<file path="src/plt_regs.vh">
`ifndef PLT_REGS_VH
`define PLT_REGS_VH

`define PLT_CLK_KHZ 20000
`define PLT_CLK_NS 50

// Delay figures are in tenths of a millisecond
`define PLT_STEP_TMS 25
`define PLT_LIFT_TMS 75
`define PLT_DROP_TMS 300
`define PLT_TMS_CYC(t) ((t) * `PLT_CLK_KHZ / 10)

`define PLT_CLR_NS 100
`define PLT_CLR_CYC (`PLT_CLR_NS / `PLT_CLK_NS)

`define PLT_CNT_W 20
`define PLT_DEV_CODE 7'h60

`define PLT_OFF_CTRL 8'h00
`define PLT_OFF_STATUS 8'h04
`define PLT_OFF_STEP 8'h08
`define PLT_OFF_LIFT 8'h0c
`define PLT_OFF_DROP 8'h10

`define PLT_CTRL_ALT 0
`define PLT_CTRL_RESET 1'h0

`define PLT_ST_POWER 0
`define PLT_ST_BUSY 1
`define PLT_ST_DONE 2
`define PLT_ST_CHAN 3
`define PLT_ST_LATCH 6

`endif

</file>
<file path="src/plt_sync.v">
module plt_sync #(
  parameter W = 1
) (
  input  wire         clk,
  input  wire         nrst,
  input  wire [W-1:0] d,
  output reg  [W-1:0] q
);

  reg [W-1:0] meta_reg;

  // Only q may be read by other logic
  always @(posedge clk) begin
    if (!nrst) begin
      meta_reg <= {W{1'b0}};
      q        <= {W{1'b0}};
    end else begin
      meta_reg <= d;
      q        <= meta_reg;
    end
  end

endmodule // plt_sync

</file>
<file path="src/plt_oneshot.v">
`include "plt_regs.vh"

module plt_oneshot (
  input  wire                  clk,
  input  wire                  nrst,
  input  wire                  abort,
  input  wire                  start,
  input  wire [`PLT_CNT_W-1:0] count,
  output wire                  running,
  output reg                   expire
);

  reg [`PLT_CNT_W-1:0] cnt_reg;

  assign running = |cnt_reg;

  // Expire is the trailing edge: high in the same cycle the count reaches zero
  always @(posedge clk) begin
    if (!nrst || abort) begin
      cnt_reg <= {`PLT_CNT_W{1'b0}};
      expire  <= 1'b0;
    end else begin
      expire <= 1'b0;
      if (start) begin
        cnt_reg <= (count == {`PLT_CNT_W{1'b0}}) ? {{(`PLT_CNT_W-1){1'b0}}, 1'b1} : count;
      end else if (running) begin
        cnt_reg <= cnt_reg - {{(`PLT_CNT_W-1){1'b0}}, 1'b1};
        if (cnt_reg == {{(`PLT_CNT_W-1){1'b0}}, 1'b1}) begin
          expire <= 1'b1;
        end
      end
    end
  end

endmodule // plt_oneshot

</file>
<file path="src/plt_ctrl.v">
// Implementation choices: register access over APB and the register offsets.
`include "plt_regs.vh"

// Operation
// - Output strobes act only while the select lines carry our code.
// - Our selection code is 140 octal, matched exactly.
// - Output clear: clear done, set busy, start first 2.5 ms delay.
// - Output load strobe latches bus bits 30 to 35.
// - Bit 32 sets carriage-left latch, driving carriage-left output.
// - First delay end pulses latch clear and starts second 2.5 ms delay.
// - Step completion sets done at second delay end, gated by lift finished.
// - Done becoming set clears busy.
// - While done, the stored channel drives one interrupt request line.
// - Latch clear drops pen raise, runs 7.5 ms, then sets done.
// - Bit 31 sets pen-lower latch driving the pen-down output.
// - Latch clear drops pen lower, runs two 30 ms delays, then done.
// - Bus reset makes a 100 ns clear of done, busy and channel.
// - Alternate build control clear also clears channel, done and busy.
// - Alternate build clear: crowbar-conditioned gate strobed by tape clock.
// - Status read: power 30, busy 31, done 32, channel 33 to 35.
// - Control set loads the channel from bits 33 to 35.
module plt_ctrl #(
  parameter [`PLT_CNT_W-1:0] STEP_CYC = `PLT_TMS_CYC(`PLT_STEP_TMS),
  parameter [`PLT_CNT_W-1:0] LIFT_CYC = `PLT_TMS_CYC(`PLT_LIFT_TMS),
  parameter [`PLT_CNT_W-1:0] DROP_CYC = `PLT_TMS_CYC(`PLT_DROP_TMS)
) (
  input  wire        clk,
  input  wire        nrst,
  input  wire [7:0]  paddr,
  input  wire        psel,
  input  wire        penable,
  input  wire        pwrite,
  input  wire [31:0] pwdata,
  output reg  [31:0] prdata,
  output wire        pready,
  output wire        pslverr,
  input  wire [6:0]  dev_sel,
  input  wire [5:0]  iob_bits,
  input  wire        out_clear_strobe,
  input  wire        out_load_strobe,
  input  wire        ctl_clear_strobe,
  input  wire        ctl_set_strobe,
  input  wire        status_read_strobe,
  input  wire        bus_reset_level,
  input  wire        supply_crowbar_level,
  input  wire        tape_clock,
  input  wire        plotter_power,
  output reg  [5:0]  status_bits,
  output reg  [7:1]  pi_req,
  output wire        pen_up_drive,
  output wire        pen_down_drive,
  output wire        carriage_left_drive,
  output wire        carriage_right_drive,
  output wire        paper_advance_drive,
  output wire        paper_retreat_drive
);

  localparam NS = 22;
  // Clear length in clocks; a clock slower than 10 MHz would round it to nothing
  localparam integer CLR_CYC = `PLT_CLR_CYC;

  wire [NS-1:0]         sync_q;
  wire [6:0]            sel_s;
  wire [5:0]            iob_s;
  wire [4:0]            strb_s;
  wire                  reset_s;
  wire                  crowbar_s;
  wire                  tclk_s;
  wire                  power_s;
  reg  [4:0]            strb_prev_reg;
  reg                   reset_prev_reg;
  reg                   tclk_prev_reg;
  wire [4:0]            strb_rise;
  wire                  unit_selected;
  wire                  out_clear_sel;
  wire                  out_load_sel;
  wire                  ctl_clear_sel;
  wire                  ctl_set_sel;
  wire                  status_sel;

  reg                   alt_build_reg;
  reg  [`PLT_CNT_W-1:0] step_cnt_reg;
  reg  [`PLT_CNT_W-1:0] lift_cnt_reg;
  reg  [`PLT_CNT_W-1:0] drop_cnt_reg;

  reg                   plot_complete_flag;
  reg                   plot_active_flag;
  reg  [2:0]            chan_reg;
  reg                   pen_raise_latch;
  reg                   pen_lower_latch;
  reg  [3:0]            motion_reg;
  wire                  carriage_left_latch;

  reg  [1:0]            clr_cnt_reg;
  reg                   pwr_pend_reg;
  wire                  clr_trigger;
  wire                  internal_clear_level;
  wire                  alt_clear_strobe;
  wire                  control_clear_pulse;

  wire [4:0]            os_start;
  wire [5*`PLT_CNT_W-1:0] os_count;
  wire [4:0]            os_run;
  wire [4:0]            os_exp;
  wire                  latch_clear_pulse;
  wire                  step_finished_pulse;
  wire                  lift_finished_signal;
  wire                  drop_finished_pulse;
  wire                  done_set;

  wire                  apb_wr;
  wire                  apb_hit;
  reg  [31:0]           rd_next;
  wire [11:0]           status_word;

  // Every pin input crosses into clk through two flops
  plt_sync #(
    .W (NS)
  ) u_sync (
    .clk  (clk),
    .nrst (nrst),
    .d    ({dev_sel, iob_bits, out_clear_strobe, out_load_strobe, ctl_clear_strobe,
            ctl_set_strobe, status_read_strobe, bus_reset_level, supply_crowbar_level,
            tape_clock, plotter_power}),
    .q    (sync_q)
  );

  assign sel_s     = sync_q[21:15];
  assign iob_s     = sync_q[14:9];
  assign strb_s    = sync_q[8:4];
  assign reset_s   = sync_q[3];
  assign crowbar_s = sync_q[2];
  assign tclk_s    = sync_q[1];
  assign power_s   = sync_q[0];

  always @(posedge clk) begin
    if (!nrst) begin
      strb_prev_reg  <= 5'h00;
      reset_prev_reg <= 1'b0;
      tclk_prev_reg  <= 1'b0;
    end else begin
      strb_prev_reg  <= strb_s;
      reset_prev_reg <= reset_s;
      tclk_prev_reg  <= tclk_s;
    end
  end

  // Edge detectors reset to the idle pin level, so no false edge follows reset
  assign strb_rise = strb_s & ~strb_prev_reg;

  assign unit_selected = (sel_s == `PLT_DEV_CODE);
  assign out_clear_sel = unit_selected & strb_rise[4];
  assign out_load_sel  = unit_selected & strb_rise[3];
  assign ctl_clear_sel = unit_selected & strb_rise[2];
  assign ctl_set_sel   = unit_selected & strb_rise[1];
  assign status_sel    = unit_selected & strb_s[0];

  // Clear sources: power-up, bus reset, or alternate build crowbar gate
  assign alt_clear_strobe = alt_build_reg & crowbar_s & tclk_s & ~tclk_prev_reg;
  assign clr_trigger = pwr_pend_reg | (reset_s & ~reset_prev_reg) | alt_clear_strobe;

  always @(posedge clk) begin
    if (!nrst) begin
      clr_cnt_reg  <= 2'h0;
      pwr_pend_reg <= 1'b1;
    end else begin
      pwr_pend_reg <= 1'b0;
      if (clr_trigger) begin
        clr_cnt_reg <= CLR_CYC[1:0];
      end else if (clr_cnt_reg != 2'h0) begin
        clr_cnt_reg <= clr_cnt_reg - 2'h1;
      end
    end
  end

  assign internal_clear_level = (clr_cnt_reg != 2'h0);
  // Same path serves both builds; only the name of the strobe differs
  assign control_clear_pulse = internal_clear_level | ctl_clear_sel;

  // One-shot chain: 0 first, 1 second step, 2 lift, 3 and 4 drop
  assign latch_clear_pulse = os_exp[0];
  assign os_start[0] = out_clear_sel;
  assign os_start[1] = latch_clear_pulse & (|motion_reg);
  assign os_start[2] = latch_clear_pulse & pen_raise_latch;
  assign os_start[3] = latch_clear_pulse & pen_lower_latch;
  assign os_start[4] = os_exp[3];
  assign os_count = {drop_cnt_reg, drop_cnt_reg, lift_cnt_reg, step_cnt_reg, step_cnt_reg};

  // Internal clear aborts delays in flight, so a reset never ends in a stray done
  genvar gi;
  generate
    for (gi = 0; gi < 5; gi = gi + 1) begin : g_os
      plt_oneshot u_os (
        .clk     (clk),
        .nrst    (nrst),
        .abort   (internal_clear_level),
        .start   (os_start[gi]),
        .count   (os_count[gi*`PLT_CNT_W +: `PLT_CNT_W]),
        .running (os_run[gi]),
        .expire  (os_exp[gi])
      );
    end
  endgenerate

  // A step may only finish once no pen lift is still timing
  assign step_finished_pulse  = os_exp[1];
  assign lift_finished_signal = ~os_run[2];
  assign drop_finished_pulse  = os_exp[4];
  assign done_set = (step_finished_pulse & lift_finished_signal) | os_exp[2]
                    | drop_finished_pulse
                    | (ctl_set_sel & iob_s[2]);

  // Command latches; a load in the clearing cycle is kept
  // Repeated loads add bits; only a clear empties them
  always @(posedge clk) begin
    if (!nrst) begin
      pen_raise_latch <= 1'b0;
      pen_lower_latch <= 1'b0;
      motion_reg      <= 4'h0;
    end else if (out_load_sel) begin
      pen_raise_latch <= pen_raise_latch | iob_s[0];
      pen_lower_latch <= pen_lower_latch | iob_s[1];
      motion_reg      <= motion_reg | iob_s[5:2];
    end else if (latch_clear_pulse || internal_clear_level) begin
      pen_raise_latch <= 1'b0;
      pen_lower_latch <= 1'b0;
      motion_reg      <= 4'h0;
    end
  end

  assign carriage_left_latch  = motion_reg[0];
  assign pen_up_drive         = pen_raise_latch;
  assign pen_down_drive       = pen_lower_latch;
  assign carriage_left_drive  = carriage_left_latch;
  assign carriage_right_drive = motion_reg[1];
  assign paper_advance_drive  = motion_reg[2];
  assign paper_retreat_drive  = motion_reg[3];

  // Flags: a set in the same cycle as a clear wins
  always @(posedge clk) begin
    if (!nrst) begin
      plot_complete_flag <= 1'b0;
      plot_active_flag   <= 1'b0;
      chan_reg           <= 3'h0;
    end else begin
      if (done_set) begin
        plot_complete_flag <= 1'b1;
      end else if (control_clear_pulse || out_clear_sel) begin
        plot_complete_flag <= 1'b0;
      end
      if (out_clear_sel || (ctl_set_sel && iob_s[1])) begin
        plot_active_flag <= 1'b1;
      end else if (done_set || control_clear_pulse) begin
        plot_active_flag <= 1'b0;
      end
      // Bus bit 33 carries the channel's most significant bit
      if (ctl_set_sel) begin
        chan_reg <= {iob_s[3], iob_s[4], iob_s[5]};
      end else if (control_clear_pulse) begin
        chan_reg <= 3'h0;
      end
    end
  end

  // Channel 0 means no interrupt line
  // Lines are registered and follow the done flag one clock later
  generate
    for (gi = 1; gi < 8; gi = gi + 1) begin : g_pi
      always @(posedge clk) begin
        if (!nrst) begin
          pi_req[gi] <= 1'b0;
        end else begin
          pi_req[gi] <= plot_complete_flag & ({29'h0, chan_reg} == gi);
        end
      end
    end
  endgenerate

  // Status is driven while the selected read strobe stands, three clocks behind the pin, and is zero otherwise, leaving the shared bus free
  always @(posedge clk) begin
    if (!nrst) begin
      status_bits <= 6'h00;
    end else if (status_sel) begin
      status_bits <= {chan_reg[0], chan_reg[1], chan_reg[2], plot_complete_flag,
                      plot_active_flag, power_s};
    end else begin
      status_bits <= 6'h00;
    end
  end

  assign status_word = {motion_reg, pen_lower_latch, pen_raise_latch, chan_reg,
                        plot_complete_flag, plot_active_flag, power_s};

  // APB slave: zero wait states, read data captured in the setup cycle
  assign pready  = 1'b1;
  assign apb_hit = (paddr == `PLT_OFF_CTRL) || (paddr == `PLT_OFF_STATUS) ||
                   (paddr == `PLT_OFF_STEP) || (paddr == `PLT_OFF_LIFT) ||
                   (paddr == `PLT_OFF_DROP);
  assign pslverr = psel & penable & ~apb_hit;
  assign apb_wr  = psel & penable & pwrite & apb_hit;

  always @* begin
    rd_next = 32'h00000000;
    case (paddr)
      `PLT_OFF_CTRL:   rd_next[`PLT_CTRL_ALT] = alt_build_reg;
      `PLT_OFF_STATUS: rd_next[11:0] = status_word;
      `PLT_OFF_STEP:   rd_next[`PLT_CNT_W-1:0] = step_cnt_reg;
      `PLT_OFF_LIFT:   rd_next[`PLT_CNT_W-1:0] = lift_cnt_reg;
      `PLT_OFF_DROP:   rd_next[`PLT_CNT_W-1:0] = drop_cnt_reg;
      default:         rd_next = 32'h00000000;
    endcase
  end

  always @(posedge clk) begin
    if (!nrst) begin
      prdata <= 32'h00000000;
    end else if (psel && !penable && !pwrite) begin
      prdata <= rd_next;
    end
  end

  // Delay counts are writable so one build suits several mechanisms
  always @(posedge clk) begin
    if (!nrst) begin
      alt_build_reg <= `PLT_CTRL_RESET;
      step_cnt_reg  <= STEP_CYC;
      lift_cnt_reg  <= LIFT_CYC;
      drop_cnt_reg  <= DROP_CYC;
    end else if (apb_wr) begin
      case (paddr)
        `PLT_OFF_CTRL: alt_build_reg <= pwdata[`PLT_CTRL_ALT];
        `PLT_OFF_STEP: step_cnt_reg  <= pwdata[`PLT_CNT_W-1:0];
        `PLT_OFF_LIFT: lift_cnt_reg  <= pwdata[`PLT_CNT_W-1:0];
        `PLT_OFF_DROP: drop_cnt_reg  <= pwdata[`PLT_CNT_W-1:0];
        default:       alt_build_reg <= alt_build_reg;
      endcase
    end
  end

endmodule // plt_ctrl

</file>
<file path="config.mk">
export PLATFORM = sky130hd
export DESIGN_NAME = plt_ctrl
export DESIGN_NICKNAME = d
export VERILOG_FILES = /design/src/plt_sync.v /design/src/plt_oneshot.v /design/src/plt_ctrl.v
export VERILOG_INCLUDE_DIRS = /design/src /design/src/src
export SDC_FILE = /design/constraint.sdc
export NUM_CORES = 1
export LEC_CHECK = 0
export BUFFER_PORTS_ARGS = -buffer_cell sky130_fd_sc_hd__buf_2
export CORE_MARGIN = 2
export CORE_UTILIZATION = 39
export DETAILED_ROUTE_END_ITERATION = 12
export PLACE_DENSITY = 0.53
export SYNTH_ARGS = -nofsm -noshare
export SYNTH_HDL_FRONTEND = slang
export SYNTH_SLANG_ARGS = --single-unit
</file>
<file path="constraint.sdc">
create_clock -name clk -period 7.1 [get_ports clk]
set_clock_uncertainty 0.15 [all_clocks]
set_input_delay 0.355 -clock clk [delete_from_list [all_inputs] [get_ports clk]]
set_output_delay 0.355 -clock clk [all_outputs]
set_load 0.01 [all_outputs]
</file>
==> impl_metrics.csv <==
group,metric,value,unit
outcome,status,"finished, final reports clean",
logic_synthesis,ys_types,61,
timing,fmax,343,MHz
floorplanning,initial_core_util,39.6,%
setup_path,cp_max_fo,6,
setup_path,crit_required,7.35,ns
logic_synthesis,synthTopCellsByArea,"dfxtp_1 46%, nand2_1 7.2%, a21oi_1 5.0%",
setup_path,endpoint_kind,"flip-flop",
logic_synthesis,synth_top_area_share,46.5,%
clocking,cts_htree_levels,1,
setup_path,worst_setup_path_start_kind,"flip-flop",
floorplanning,num_rows,62,
timing,setup_ws,4.19,ns
layout,largest_register_ff_count,100,
timing,rsz0062_at_grt,"no",
timing,finalSetupTns,0,ns
layout,syn2layout_area_growth,19.5,%
route,routed_via_density,5.33,
layout,fin_nets,1539,
clocking,root_buffer,"clkbuf_16",
global_route,antenna_found_initial,0,
logic_synthesis,ys_ff_latch,263,
setup_path,worstSetupPathType,"flip-flop to flip-flop",
global_route,grt_pass1_vias,9292,
power_and_ir_drop,power.density,419,nW/um2
layout,n_fill_cell,2758,
route,antenna_left,0,
floorplanning,dieHeight,174,um
timing,worst_pin_slew,0.946,ns
power_and_ir_drop,peakVddDrop,0.000177,V
route,drc,0,
global_route,grt_max_degree,82,
clocking,clk_path_buf_depth,3,
logic_synthesis,yosysMostFrequentCell,"dfxtp_1",
logic_synthesis,yosysWarningCount,0,
global_route,grt_overflow_total,0,
clocking,cts_buffers,30,
logic_synthesis,synth_top_family_by_area,"simple AND/OR/NAND/NOR gates",
flow_run,max-cap-violations,0,
clocking,post_cts_resized,0,
clocking,clock-sinks,263,
route,avgRoutedWirePerCell,18.5,um
clocking,clk_latency,0.57,ns
floorplanning,num_io_pins,120,
logic_synthesis,synth_async_sr_flop_share,0,%
logic_synthesis,synth_mux_area_share,1.07,%
timing,slew_headroom,36.1,%
placed_design,dp_hpwl,24100,um
placed_design,port_buffers,94,
logic_synthesis,synth_compound_area_share,14.3,%
floorplanning,core_area,28600,um2
setup_path,cp.arrival,3.17,ns
logic_synthesis,synth-simple-area-share,26.6,%
logic_synthesis,avgSynthCellArea,8.36,um2
logic_synthesis,synth_area,11300,um2
logic_synthesis,synthCells,1354,
placed_design,dpl.cell_count,1767,
hold_path,hp-class,"input port to flip-flop",
route,drt-total-wl,34600,um
placed_design,gp_congestion,0.848,
layout,diodes,0,
global_route,grt_pass1_wl,53500,um
layout,stdcell_count,1863,
timing,maxSlewViolCount,0,
layout,multi_input_area,5690,um2
layout,drive_above_1_share,11.4,%
timing,finalSetupViolCount,0,
power_and_ir_drop,leakage,0.00531,uW
timing,finalCriticalPeriod,2.91,ns
route,drt_first_pass_iters,6,
logic_synthesis,synth_enable_flop_cells,0,
logic_synthesis,synth_commonest_cells,"263 x dfxtp_1, 217 x nand2_1, 112 x a21oi_1, 107 x nor2_1, 69 x o21ai_0",
timing,hold_viol,0,
floorplanning,die_area,30400,um2
clocking,clk_pin_slew_worst_paths,0.06,ns
clocking,cts_tree,"yes",
logic_synthesis,ys.flop_type,"dfxtp_1",
route,drt-initial-drc-count,890,
global_route,grtUsageTotal,22.3,%
timing,final.period_utilization,41.0,%
logic_synthesis,ys_seq_area_share,46.5,%
logic_synthesis,synth_fa_ha_area_share,1.66,%
floorplanning,die-width,174,um
logic_synthesis,synth_area_leader_cell,"dfxtp_1",
logic_synthesis,synth_xor_area_share,6.11,%
placed_design,pre_cts_ws,3.80,ns
layout,ff_latch_area,5270,um2
route,via_count,9927,
[layout make-up]
class                      count  area share (%)
inverter                      16           0.444
tap                          384            3.55
timing repair buffer         143            6.97
sequential                   263            38.9
multi-input combinational   1003            42.1
clock inverter                13            1.72
clock buffer                  41            6.30
[critical path: stages (launching register included)]
cell      delay, ns
dfxtp_1        0.35
nor4_1         0.64
nand4_1        0.31
nor2_1         0.77
nor2_1         0.25
a21oi_1        0.22
a211oi_1       0.07
[per-layer routing]
| layer | global-route usage, % | vias up | routed length [um] |
|---|---|---|---|
| met5 | 0 | - | 0 |
| met4 | 8.65 | 0 | 1230 |
| met3 | 4.20 | 77 | 2290 |
| met2 | 35.5 | 309 | 15400 |
| met1 | 29.9 | 4624 | 15600 |
| li1 | - | 4917 | - |
[power breakdown]
| group | total [uW] | internal [uW] | switching [uW] |
|---|---|---|---|
| logic | 2080 | 905 | 1170 |
| registers | 1910 | 1700 | 208 |
| clock network | 1680 | 1050 | 627 |
[kinds of logic after synthesis]
kind of cell | count (synthesis)
and+or+nand+nor | 617
muxes | 12
AOI/OAI and AO/OA | 267
adders and majority gates | 15
xor gates and xnor gates | 79
other | 2
DFF | 263
buffers and inverters | 99
[placed cells by master, fill, tap and decap left out, drive strengths merged, types with 6 or more instances in the layout]
cell,instances
a211oi,8
a21oi,112
a222oi,12
a22o,15
a22oi,11
and2,64
and3,9
buf,101
bufinv,6
clkbuf,41
clkinv,7
conb,13
dfxtp,263
dlygate4sd3,42
ha,15
inv,15
mux2i,11
nand2,217
nand3,64
nand3b,9
nand4,11
nor2,109
nor3,47
nor4,38
o21ai,74
o22a,8
or2,8
or4,9
xnor2,47
xor2,32
[repair_timing]
action	CTS	global route
hold buffers	42	0
buffers inserted	0	0
hold endpoints to repair	83	0
[final timing paths]
| kind | endpoint | slack, ns | from | cells past startpoint |
|---|---|---|---|---|
| worst max-delay path | g_os[2].u_os.cnt_reg[13] | 4.19 | g_os[2].u_os.cnt_reg[6] | 6 |
| worst min register to register | u_sync.q[8] | 0.28 | u_sync.meta_reg[8] | 1 |
| worst max register to register | g_os[2].u_os.cnt_reg[13] | 4.19 | g_os[2].u_os.cnt_reg[6] | 6 |
| worst min-delay path | alt_build_reg | 0.23 | paddr[3] | 5 |
[metrics by stage]
stage	cell area [um2]	hold slack (ns)	power [uW]	utilization (%)
after floorplan	11400	0.261	3580	-
after global placement	12000	0.268	3960	42.0
after detailed placement	12000	0.268	3970	42.0
after CTS	13500	0.208	5680	47.3
after global routing	13500	0.270	6060	47.3
final	13500	0.234	5670	47.3
No activity file was read; power rests on OpenSTA's default activity.
